File: config.mk
export PLATFORM = sky130hd
export DESIGN_NAME = frc_top
export DESIGN_NICKNAME = d
export VERILOG_FILES = /design/src/pkg/frc_pkg.sv /design/src/pkg/frc_ecc_if.sv /design/src/logic/frc_secded.sv /design/src/logic/frc_top.sv
export VERILOG_INCLUDE_DIRS = /design/src /design/src/pkg
export SDC_FILE = /design/constraint.sdc
export NUM_CORES = 2
export LEC_CHECK = 0
export CORE_MARGIN = 5
export CORE_UTILIZATION = 45
export CTS_CLUSTER_DIAMETER = 40
export DETAILED_ROUTE_END_ITERATION = 16
export DONT_BUFFER_PORTS = 1
export PLACE_DENSITY = 0.65
export SYNTH_ARGS = -nofsm -noshare
export SYNTH_HDL_FRONTEND = slang
export SYNTH_SLANG_ARGS = --single-unit
File: constraint.sdc
create_clock -name i_core_clk -period 11.3 [get_ports i_core_clk]
set_input_delay 0 -clock i_core_clk [delete_from_list [all_inputs] [get_ports i_core_clk]]
set_output_delay 0 -clock i_core_clk [all_outputs]
set_load 0.05 [all_outputs]
File: src/pkg/frc_defines.svh
// Register offsets, field positions, reset values and widths of the flash read controller
`ifndef FRC_DEFINES_SVH
`define FRC_DEFINES_SVH

// ==========================================================================
// Widths
`define FRC_LINE_W      22
`define FRC_IF_AW       25
`define FRC_DR_AW       24
`define FRC_PADDR_W     12
`define FRC_WAIT_W      4

// ==========================================================================
// Register offsets (byte addresses)
`define FRC_OFF_CTRL    12'h000
`define FRC_OFF_STAT    12'h004
`define FRC_OFF_MASK    12'h008
`define FRC_OFF_THR     12'h00C
`define FRC_OFF_CNT     12'h010

// ==========================================================================
// Field positions
`define FRC_CTRL_PF     0
`define FRC_CTRL_DC     1
`define FRC_CTRL_WAIT_LSB 4
`define FRC_CTRL_WAIT_MSB 7
`define FRC_ST_DBE      0
`define FRC_ST_THR      1

// ==========================================================================
// Reset values and limits
`define FRC_WAIT_RST    4'h3
`define FRC_THR_RST     16'h0000
`define FRC_CNT_MAX     16'hFFFF

`endif

File: src/pkg/frc_pkg.sv
// Types shared by the flash read controller modules
`include "frc_defines.svh"

package frc_pkg;

  typedef enum logic [0:0] {
    FRC_IDLE = 1'b0,
    FRC_ACC  = 1'b1
  } frc_state_t;

  typedef enum logic [1:0] {
    FRC_K_IF = 2'b00,
    FRC_K_DR = 2'b01,
    FRC_K_PF = 2'b10
  } frc_kind_t;

  typedef struct packed {
    frc_state_t                      st;
    frc_kind_t                       kind;
    logic [`FRC_WAIT_W-1:0]          cnt;
    logic [`FRC_LINE_W-1:0]          acc_line;
    logic [1:0]                      pv;
    logic [1:0][`FRC_LINE_W-1:0]     pline;
    logic [1:0][127:0]               pdata;
    logic                            la_v;
    logic [`FRC_LINE_W-1:0]          la_line;
    logic                            cv;
    logic [`FRC_LINE_W-1:0]          cline;
    logic [127:0]                    cdata;
    logic                            if_ack;
    logic [15:0]                     if_data;
    logic                            dr_ack;
    logic [31:0]                     dr_data;
    logic                            pf_en;
    logic                            dc_en;
    logic [`FRC_WAIT_W-1:0]          wait_cycles;
    logic [1:0]                      stat;
    logic [1:0]                      mask;
    logic [15:0]                     thr;
    logic [15:0]                     sbe_cnt;
    logic [31:0]                     prdata;
  } frc_regs_t;

endpackage

File: src/pkg/frc_ecc_if.sv
// Connection between the controller and one 64-bit error check slice
`timescale 1ns/100ps

interface frc_ecc_if;
  logic [63:0] data;
  logic [7:0]  ecc;
  logic [63:0] fixed;
  logic        sbe;
  logic        dbe;

  modport chk  (input data, input ecc, output fixed, output sbe, output dbe);
  modport user (output data, output ecc, input fixed, input sbe, input dbe);
endinterface

File: src/logic/frc_secded.sv
// Single-error-correct, double-error-detect check of one 64-bit flash word
`timescale 1ns/100ps

module frc_secded
  import frc_pkg::*;
(
  frc_ecc_if.chk e
);

  // ==========================================================================
  // Hamming positions 1..71, check bit k at position 2**k, ecc[7] is overall parity
  logic [71:1] cw;
  logic [6:0]  syn;
  logic        par;
  int          di;
  int          ci;

  always_comb begin
    cw  = '0;
    syn = 7'h00;
    di  = 0;
    ci  = 0;
    for (int p = 1; p < 72; p++) begin
      if ((p & (p - 1)) == 0) begin
        cw[p] = e.ecc[ci[2:0]];
        ci    = ci + 1;
      end else begin
        cw[p] = e.data[di[5:0]];
        di    = di + 1;
      end
    end
    for (int p = 1; p < 72; p++) begin
      if (cw[p]) begin
        syn = syn ^ p[6:0];
      end
    end
    par   = ^{cw, e.ecc[7]};
    e.sbe = par;
    e.dbe = !par && (syn != 7'h00);
    // Flip the one bad bit; a syndrome of zero means the parity bit itself was hit
    if (par && (syn != 7'h00) && (syn < 7'h48)) begin
      cw[syn] = !cw[syn];
    end
    di = 0;
    e.fixed = 64'h0000_0000_0000_0000;
    for (int p = 1; p < 72; p++) begin
      if ((p & (p - 1)) != 0) begin
        e.fixed[di[5:0]] = cw[p];
        di               = di + 1;
      end
    end
  end

endmodule

File: src/logic/frc_top.sv
// Flash read path: instruction prefetch buffer, data line cache and ECC checking
//
// What this block does
// - Prefetch mode is switchable and with it off every fetch pays a full flash access.
// - With prefetch on, 128-bit aligned lines are fetched ahead from the last fetched line.
// - Prefetched lines sit in a buffer of two 128-bit entries.
// - The buffer keeps refilling while fetches are served from it without wait cycles.
// - Only a fetch that misses the buffer pays wait cycles.
// - A data read with the cache on loads the whole aligned 128-bit line.
// - Data reads that hit the cached line answer with no wait cycles.
// - A data read that misses drops the cached line and loads the new one.
// - With the data cache off every data read goes to flash with full wait cycles.
// - Each 64-bit flash word is checked for one correctable and two detectable bit errors.
// - ECC correction sits in the read path and adds no cycle to an access.
// - An uncorrectable error raises the non-maskable interrupt.
// - Reaching the corrected-error threshold raises a maskable interrupt.
//
// The register addresses and the APB register port were decided locally.
`timescale 1ns/100ps
`include "frc_defines.svh"

module frc_top
  import frc_pkg::*;
(
  input  wire logic                    i_core_clk,
  input  wire logic                    i_resetn,
  input  wire logic                    i_clk_en,
  input  wire logic                    i_psel,
  input  wire logic                    i_penable,
  input  wire logic                    i_pwrite,
  input  wire logic [`FRC_PADDR_W-1:0] i_paddr,
  input  wire logic [31:0]             i_pwdata,
  output logic      [31:0]             o_prdata,
  output logic                         o_pready,
  output logic                         o_pslverr,
  input  wire logic                    i_if_req,
  input  wire logic [`FRC_IF_AW-1:0]   i_if_addr,
  output logic                         o_if_ack,
  output logic      [15:0]             o_if_data,
  input  wire logic                    i_dr_req,
  input  wire logic [`FRC_DR_AW-1:0]   i_dr_addr,
  output logic                         o_dr_ack,
  output logic      [31:0]             o_dr_data,
  output logic                         o_flash_req,
  output logic      [`FRC_LINE_W-1:0]  o_flash_addr,
  input  wire logic [127:0]            i_flash_data,
  input  wire logic [15:0]             i_flash_ecc,
  output logic                         o_nmi,
  output logic                         o_irq
);

  localparam frc_regs_t RST = '{st: FRC_IDLE, kind: FRC_K_IF, wait_cycles: `FRC_WAIT_RST,
                                thr: `FRC_THR_RST, default: '0};

  frc_regs_t                r;
  frc_regs_t                n;
  logic [`FRC_LINE_W-1:0]   if_line;
  logic [`FRC_LINE_W-1:0]   dr_line;
  logic                     hit0;
  logic                     hit1;
  logic                     if_hit;
  logic                     dr_hit;
  logic                     if_take;
  logic                     dr_take;
  logic                     acc_done;
  logic [127:0]             fixed_line;
  logic [127:0]             hit_line;
  logic                     fs;
  logic [1:0]               sbe_inc;
  logic                     dbe_ev;
  logic                     thr_ev;
  logic                     apb_setup;
  logic                     apb_acc;
  logic                     cnt_clr;
  logic [15:0]              cnt_base;
  logic [16:0]              cnt_sum;
  logic [15:0]              sat_cnt;
  logic [1:0]               rd_clr;
  logic [31:0]              rd_val;
  logic                     mapped;

  // ==========================================================================
  // ECC slices, one per 64-bit half of the line
  frc_ecc_if ecc_lo ();
  frc_ecc_if ecc_hi ();

  frc_secded u_ecc_lo (
    .e (ecc_lo.chk)
  );

  frc_secded u_ecc_hi (
    .e (ecc_hi.chk)
  );

  assign ecc_lo.data = i_flash_data[63:0];
  assign ecc_lo.ecc  = i_flash_ecc[7:0];
  assign ecc_hi.data = i_flash_data[127:64];
  assign ecc_hi.ecc  = i_flash_ecc[15:8];
  assign fixed_line  = {ecc_hi.fixed, ecc_lo.fixed};

  // ==========================================================================
  // Lookups
  assign if_line  = i_if_addr[`FRC_IF_AW-1:3];
  assign dr_line  = i_dr_addr[`FRC_DR_AW-1:2];
  assign hit0     = r.pv[0] && (r.pline[0] == if_line);
  assign hit1     = r.pv[1] && (r.pline[1] == if_line);
  assign if_hit   = r.pf_en && (hit0 || hit1);
  assign dr_hit   = r.dc_en && r.cv && (r.cline == dr_line);
  // A request is held until its ack, so the ack cycle itself is not a new request
  assign if_take  = i_if_req && !r.if_ack;
  assign dr_take  = i_dr_req && !r.dr_ack;
  assign acc_done = (r.st == FRC_ACC) && (r.cnt == 4'h0);

  // ==========================================================================
  // Error accounting
  assign sbe_inc  = acc_done ? ({1'b0, ecc_lo.sbe} + {1'b0, ecc_hi.sbe}) : 2'b00;
  assign dbe_ev   = acc_done && (ecc_lo.dbe || ecc_hi.dbe);
  assign apb_setup = i_psel && !i_penable;
  assign apb_acc   = i_psel && i_penable;
  assign cnt_clr  = apb_acc && i_pwrite && (i_paddr == `FRC_OFF_CNT);
  assign cnt_base = cnt_clr ? 16'h0000 : r.sbe_cnt;
  assign cnt_sum  = {1'b0, cnt_base} + {15'h0000, sbe_inc};
  // Saturate rather than wrap so a flood of errors never looks like silence
  assign sat_cnt  = cnt_sum[16] ? `FRC_CNT_MAX : cnt_sum[15:0];
  assign thr_ev   = (r.thr != 16'h0000) && (sat_cnt >= r.thr)
                    && (cnt_base < r.thr);
  // Only bits already returned to software are cleared, so a new event is kept
  assign rd_clr   = (apb_acc && !i_pwrite && (i_paddr == `FRC_OFF_STAT)) ?
                    r.prdata[1:0] : 2'b00;

  // ==========================================================================
  // Register read decode
  always_comb begin
    rd_val = 32'h0000_0000;
    mapped = 1'b1;
    unique case (i_paddr)
      `FRC_OFF_CTRL: begin
        rd_val[`FRC_CTRL_PF]                       = r.pf_en;
        rd_val[`FRC_CTRL_DC]                       = r.dc_en;
        rd_val[`FRC_CTRL_WAIT_MSB:`FRC_CTRL_WAIT_LSB] = r.wait_cycles;
      end
      `FRC_OFF_STAT: rd_val[1:0]  = r.stat;
      `FRC_OFF_MASK: rd_val[1:0]  = r.mask;
      `FRC_OFF_THR:  rd_val[15:0] = r.thr;
      `FRC_OFF_CNT:  rd_val[15:0] = r.sbe_cnt;
      default:       mapped       = 1'b0;
    endcase
  end

  // ==========================================================================
  // Next state
  always_comb begin
    n        = r;
    n.if_ack = 1'b0;
    n.dr_ack = 1'b0;
    hit_line = hit1 ? r.pdata[1] : r.pdata[0];
    fs       = r.pv[0];

    // Sequential fetch served from the buffer
    if (if_take && if_hit) begin
      n.if_ack  = 1'b1;
      n.if_data = hit_line[{i_if_addr[2:0], 4'h0} +: 16];
      // The entry behind the one in use is spent; free it for refill
      if (hit1 && (r.pline[0] != r.pline[1] + 1'b1)) begin
        n.pv[0] = 1'b0;
      end
      if (hit0 && (r.pline[1] != r.pline[0] + 1'b1)) begin
        n.pv[1] = 1'b0;
      end
    end

    if (dr_take && dr_hit) begin
      n.dr_ack  = 1'b1;
      n.dr_data = r.cdata[{i_dr_addr[1:0], 5'h00} +: 32];
    end

    unique case (r.st)
      FRC_IDLE: begin
        // Data reads first: the CPU stalls on them while fetches may still hit
        if (dr_take && !dr_hit) begin
          n.st       = FRC_ACC;
          n.kind     = FRC_K_DR;
          n.cnt      = r.wait_cycles;
          n.acc_line = dr_line;
        end else if (if_take && !if_hit) begin
          n.st       = FRC_ACC;
          n.kind     = FRC_K_IF;
          n.cnt      = r.wait_cycles;
          n.acc_line = if_line;
          n.pv       = 2'b00;
          n.la_v     = 1'b0;
        end else if (r.pf_en && r.la_v && !(&r.pv)) begin
          n.st       = FRC_ACC;
          n.kind     = FRC_K_PF;
          n.cnt      = r.wait_cycles;
          n.acc_line = r.la_line;
        end
      end
      FRC_ACC: begin
        if (r.cnt != 4'h0) begin
          n.cnt = r.cnt - 4'h1;
        end else begin
          n.st = FRC_IDLE;
          unique case (r.kind)
            FRC_K_IF: begin
              n.if_ack  = 1'b1;
              n.if_data = fixed_line[{i_if_addr[2:0], 4'h0} +: 16];
              if (r.pf_en) begin
                n.pv[0]    = 1'b1;
                n.pline[0] = r.acc_line;
                n.pdata[0] = fixed_line;
                n.la_v     = 1'b1;
                n.la_line  = r.acc_line + 1'b1;
              end
            end
            FRC_K_PF: begin
              n.pv[fs]    = 1'b1;
              n.pline[fs] = r.acc_line;
              n.pdata[fs] = fixed_line;
              n.la_line   = r.acc_line + 1'b1;
            end
            FRC_K_DR: begin
              n.dr_ack  = 1'b1;
              n.dr_data = fixed_line[{i_dr_addr[1:0], 5'h00} +: 32];
              if (r.dc_en) begin
                n.cv    = 1'b1;
                n.cline = r.acc_line;
                n.cdata = fixed_line;
              end
            end
            default: n.st = FRC_IDLE;
          endcase
        end
      end
    endcase

    // Register bus
    if (apb_setup) begin
      n.prdata = rd_val;
    end
    if (apb_acc && i_pwrite) begin
      unique case (i_paddr)
        `FRC_OFF_CTRL: begin
          n.pf_en = i_pwdata[`FRC_CTRL_PF];
          n.dc_en = i_pwdata[`FRC_CTRL_DC];
          n.wait_cycles = i_pwdata[`FRC_CTRL_WAIT_MSB:`FRC_CTRL_WAIT_LSB];
          // Disabling drops the contents so a later enable starts clean
          if (!i_pwdata[`FRC_CTRL_PF]) begin
            n.pv   = 2'b00;
            n.la_v = 1'b0;
          end
          if (!i_pwdata[`FRC_CTRL_DC]) begin
            n.cv = 1'b0;
          end
        end
        `FRC_OFF_MASK: n.mask = i_pwdata[1:0];
        `FRC_OFF_THR:  n.thr  = i_pwdata[15:0];
        default: ;
      endcase
    end
    n.sbe_cnt = sat_cnt;
    n.stat    = (r.stat & ~rd_clr) | {thr_ev, dbe_ev};
  end

  always_ff @(posedge i_core_clk or negedge i_resetn) begin
    if (!i_resetn) begin
      r <= RST;
    end else if (i_clk_en) begin
      r <= n;
    end
  end

  // ==========================================================================
  // Outputs
  assign o_prdata     = r.prdata;
  assign o_pready     = i_clk_en;
  assign o_pslverr    = apb_acc && !mapped;
  assign o_if_ack     = r.if_ack;
  assign o_if_data    = r.if_data;
  assign o_dr_ack     = r.dr_ack;
  assign o_dr_data    = r.dr_data;
  assign o_flash_req  = (r.st == FRC_ACC);
  assign o_flash_addr = r.acc_line;
  assign o_nmi        = r.stat[`FRC_ST_DBE];
  assign o_irq        = |(r.stat & r.mask);
endmodule

==> impl_metrics.prom <==
# TYPE chip_impl_metric gauge
chip_impl_metric{name="core-area",unit="mm^2"} 0.0855
chip_impl_metric{name="cts_max_path_buffers",unit=""} 3
chip_impl_metric{name="critPathMaxStageDelay",unit="ps"} 700
chip_impl_metric{name="netlist.area_leader.share",unit="%"} 39.3
chip_impl_metric{name="drt_wl_total",unit="um"} 152000
chip_impl_info{name="criticalPathCategory",value="input port to register"} 1
chip_impl_metric{name="timing.critical_path.required",unit="ps"} 11840
chip_impl_info{name="worstSetupEndpointType",value="register"} 1
chip_impl_metric{name="crit_fanout",unit=""} 21
chip_impl_info{name="critical_path.reg2reg.startpoint",value="o_flash_req"} 1
chip_impl_metric{name="layout_min_cycle_time",unit="ps"} 7240
chip_impl_metric{name="fin_cells",unit=""} 5510
chip_impl_metric{name="power.density_cell_area",unit="mW/mm^2"} 234
chip_impl_metric{name="postSynthAreaPerCell",unit="um^2"} 9.18
chip_impl_info{name="cell_at_the_slowest_stage_of_the_critical_path",value="sky130_fd_sc_hd__dlygate4sd3_1"} 1
chip_impl_metric{name="placement.io_buffers",unit=""} 0
chip_impl_info{name="run_status",value="complete, but fails checks"} 1
chip_impl_metric{name="io_pins",unit=""} 354
chip_impl_metric{name="period_share",unit="%"} 64.1
chip_impl_info{name="timing.critical_path.from",value="i_paddr[2]"} 1
chip_impl_info{name="clock-root-buffer",value="sky130_fd_sc_hd__clkbuf_16"} 1
chip_impl_metric{name="synth-warning-count",unit=""} 0
chip_impl_metric{name="initial_util",unit="%"} 45.5
chip_impl_info{name="dominantRegCellSynth",value="sky130_fd_sc_hd__dfrtp_1"} 1
chip_impl_metric{name="power_leakage",unit="uW"} 0.0188
chip_impl_info{name="cp_most_frequent_cell",value="sky130_fd_sc_hd__a21o_1"} 1
chip_impl_metric{name="share_clk_of_total_power",unit="%"} 27.9
chip_impl_metric{name="slew_violations",unit=""} 555
chip_impl_metric{name="chipHeight",unit="um"} 304
chip_impl_metric{name="grt_pass1_wl",unit="um"} 223000
chip_impl_metric{name="htreeDepth",unit=""} 3
chip_impl_metric{name="worst_slew_slack_as_a_fraction_of_its_limit",unit="%"} -55.9
chip_impl_metric{name="max-vdd-ir-drop",unit="mV"} 0.319
chip_impl_metric{name="wl_per_cell",unit="um"} 27.5
chip_impl_metric{name="layout.core_utilization",unit="%"} 52.5
chip_impl_metric{name="r2r.worst_path.cells",unit=""} 26
chip_impl_metric{name="detail_route.iter0.violations",unit=""} 4296
chip_impl_metric{name="hold_buffers",unit=""} 252
chip_impl_metric{name="synth_area",unit="mm^2"} 0.0389
chip_impl_metric{name="pwr-share-seq",unit="%"} 29.0
chip_impl_metric{name="area_of_the_die",unit="mm^2"} 0.0925
chip_impl_metric{name="final_hold_viol_count",unit=""} 611
chip_impl_metric{name="combPwrFrac",unit="%"} 43.0
chip_impl_metric{name="synthArstFlopShare",unit="%"} 100
chip_impl_metric{name="cts.sink_count",unit=""} 613
chip_impl_metric{name="number_of_enable_type_register_cells_in_the_synthesized_netlist",unit=""} 0
chip_impl_metric{name="timing.final.ws_setup",unit="ps"} 4060
chip_impl_metric{name="num_rows",unit=""} 107
chip_impl_metric{name="global_route.overflow_total",unit=""} 0
chip_impl_metric{name="clk_latency",unit="ps"} 670
chip_impl_metric{name="place_hpwl",unit="um"} 101000
chip_impl_info{name="tightest_hold_check_type",value="input port to async pin"} 1
chip_impl_metric{name="clock.fmax",unit="GHz"} 0.138
chip_impl_metric{name="whs",unit="ps"} -791
chip_impl_metric{name="gp_routability_congestion",unit=""} 0.989
chip_impl_metric{name="detail_route.first_pass.iterations",unit=""} 6
chip_impl_metric{name="fin_worst_skew",unit="ps"} 44.3
chip_impl_metric{name="dp.cells",unit=""} 5082
chip_impl_info{name="timing.rr.end",value="r[67]"} 1
chip_impl_info{name="grt_setup_unrepaired",value="false"} 1
chip_impl_metric{name="remaining_drc_errors",unit=""} 0
chip_impl_metric{name="finish.net_count",unit=""} 4571
chip_impl_metric{name="share_of_final_layout_standard_cells_stronger_than_drive_strength_1",unit="%"} 11.0
chip_impl_info{name="timing.critical_path.to",value="r[67]"} 1
chip_impl_metric{name="area_growth",unit="%"} 15.4
chip_impl_metric{name="antenna_violations_before_repair",unit=""} 7
chip_impl_metric{name="switching_share",unit="%"} 46.4
chip_impl_info{name="cts_tree",value="built"} 1
chip_impl_info{name="most_frequently_used_cell_type_in_the_post_synthesis_netlist",value="sky130_fd_sc_hd__nand2_1"} 1
chip_impl_metric{name="tritoncts_buffer_count",unit=""} 94
chip_impl_metric{name="r2r_slack",unit="ps"} 4640
chip_impl_info{name="ys_top_cells_by_count",value="sky130_fd_sc_hd__nand2_1, sky130_fd_sc_hd__dfrtp_1, sky130_fd_sc_hd__o21ai_0, sky130_fd_sc_hd__xnor2_1, sky130_fd_sc_hd__nor2_1"} 1
chip_impl_metric{name="synth_instances",unit=""} 4241
chip_impl_metric{name="ys_ff_latch",unit=""} 613
chip_impl_info{name="crit_path_start_kind",value="input port"} 1
chip_impl_metric{name="vias",unit=""} 34400
chip_impl_info{name="synth_top_cells_by_area",value="sky130_fd_sc_hd__dfrtp_1, sky130_fd_sc_hd__nand2_1, sky130_fd_sc_hd__o21ai_0"} 1
chip_impl_metric{name="cellInternalPower",unit="uW"} 5640
chip_impl_metric{name="cts.clk_slew.worst_paths",unit="ps"} 60
chip_impl_metric{name="max_slew.worst_pin.slew",unit="ps"} 2340
chip_impl_metric{name="setup_viol_count_final",unit=""} 0
chip_impl_metric{name="grtUsageTotal",unit="%"} 31.6
chip_impl_metric{name="dieWidth",unit="um"} 304
chip_impl_info{name="cell_taking_the_most_area_after_synthesis",value="sky130_fd_sc_hd__dfrtp_1"} 1
chip_impl_metric{name="post_cts_resized",unit=""} 0
chip_impl_metric{name="vias_per_cell",unit=""} 6.25
chip_impl_metric{name="yosysUniqueCellTypes",unit=""} 97
chip_impl_metric{name="postRouteAntennaNets",unit=""} 0
chip_impl_metric{name="post-place-ws",unit="ps"} 3650
chip_impl_info{name="violated_checks",value="hold timing, slew limit"} 1
chip_impl_metric{name="tns",unit="ps"} 0
chip_impl_metric{name="max_cap_viol_count",unit=""} 0
chip_impl_metric{name="cts_setup_buffers",unit=""} 0
chip_impl_metric{name="via_count_of_the_first_global_routing_pass",unit=""} 33000
chip_impl_metric{name="switching_power_of_the_nets",unit="uW"} 4890
chip_impl_metric{name="synth_sequential_area_ratio",unit="%"} 39.4
chip_impl_metric{name="grt_start_max_net_pins",unit=""} 614
chip_impl_metric{name="critical_path_arrival",unit="ps"} 7780
layer usage:
layer / up-vias / track usage, % / wire length (um)
met2: 2206 / 48.1 / 66300
met3: 568 / 9.04 / 17800
li1: 15000 / - / -
met5: - / 0 / 30
met1: 16600 / 41.0 / 57200
met4: 6 / 16.9 / 10100
layout make-up:
type / count / area [um^2]
repair buffers: 316 / 3110
inverters: 52 / 195
fillers: 7715 / 40600
clock inverters: 53 / 634
diodes: 4 / 10.0
multi-input cells: 3209 / 21600
well taps: 1144 / 1430
flip-flops and latches: 613 / 15300
clock buffers: 119 / 2590
kinds of logic (layout without fill, tap and decap cells):
logic type / after synthesis / count (layout) / share of synthesized area, %
simple gates: 1395 / 1395 / 15.6
compound gates: 1034 / 1034 / 16.1
flops: 613 / 613 / 39.4
buf+inv: 434 / 540 / 5.39
xor+xnor: 410 / 410 / 10.0
mux: 314 / 314 / 12.2
fa+ha+maj: 40 / 40 / 1.30
other cells: 1 / 20 / 0.00963
cells in the final DEF (no fill, tap or decap), types with 21 or more instances in the layout:
cell type	synthesis	final
sky130_fd_sc_hd__nand3_1	110	109
sky130_fd_sc_hd__o22ai_1	71	71
sky130_fd_sc_hd__mux4_2	116	116
sky130_fd_sc_hd__and2_1	34	34
sky130_fd_sc_hd__dlygate4sd3_1	0	246
sky130_fd_sc_hd__mux2i_1	114	114
sky130_fd_sc_hd__nor4_1	21	21
sky130_fd_sc_hd__and3_1	31	31
sky130_fd_sc_hd__a22oi_1	46	46
sky130_fd_sc_hd__nand4_1	30	30
sky130_fd_sc_hd__nor3_1	41	39
sky130_fd_sc_hd__nor2b_1	51	51
sky130_fd_sc_hd__nand2_1	766	766
sky130_fd_sc_hd__xor2_1	109	109
sky130_fd_sc_hd__clkbuf_16	0	95
sky130_fd_sc_hd__a21o_1	21	21
sky130_fd_sc_hd__ha_1	39	39
sky130_fd_sc_hd__a21oi_1	110	109
sky130_fd_sc_hd__inv_1	50	49
sky130_fd_sc_hd__xnor2_1	276	276
sky130_fd_sc_hd__nor2_1	248	246
sky130_fd_sc_hd__buf_4	114	63
sky130_fd_sc_hd__mux2_2	79	79
sky130_fd_sc_hd__dfrtp_1	611	611
sky130_fd_sc_hd__o21ai_0	528	526
sky130_fd_sc_hd__a31oi_1	54	54
metrics by stage:
step / total power, uW / instance area, um^2
floorplan: 6180 / 39000
finish: 10500 / 44900
detailed placement: 7260 / 39100
global route: 10900 / 44900
CTS: 10400 / 44900
global placement: 7250 / 39100
worst min path at each step:
stage	startpoint	end	slack, ps	cells after the start
final	i_resetn	async pin	-790	0
after global routing	i_resetn	r[145]	-840	0
after CTS	i_resetn	r[221]	-870	0
after detailed placement	i_resetn	async pin	-180	0
after global placement	i_resetn	async pin	-190	0
after floorplan	i_resetn	async pin	-300	0
power by group through the flow:
stage | clock network, uW | logic [uW] | registers, uW
floorplan | 0 | 3710 | 2480
global placement | 0 | 4160 | 3090
detailed placement | 0 | 4170 | 3090
CTS | 2970 | 4350 | 3050
global route | 3080 | 4740 | 3070
finish | 2940 | 4530 | 3060
critical path, delay by kind of cell:
| kind | cells | cell delay, ps |
|---|---|---|
| AOI/OAI and AO/OA | 13 | 2150 |
| adders and majority gates | 3 | 850 |
| buffers and inverters | 4 | 1400 |
| and+or+nand+nor | 11 | 3360 |
Note: power is estimated with default switching activity, not from simulation.
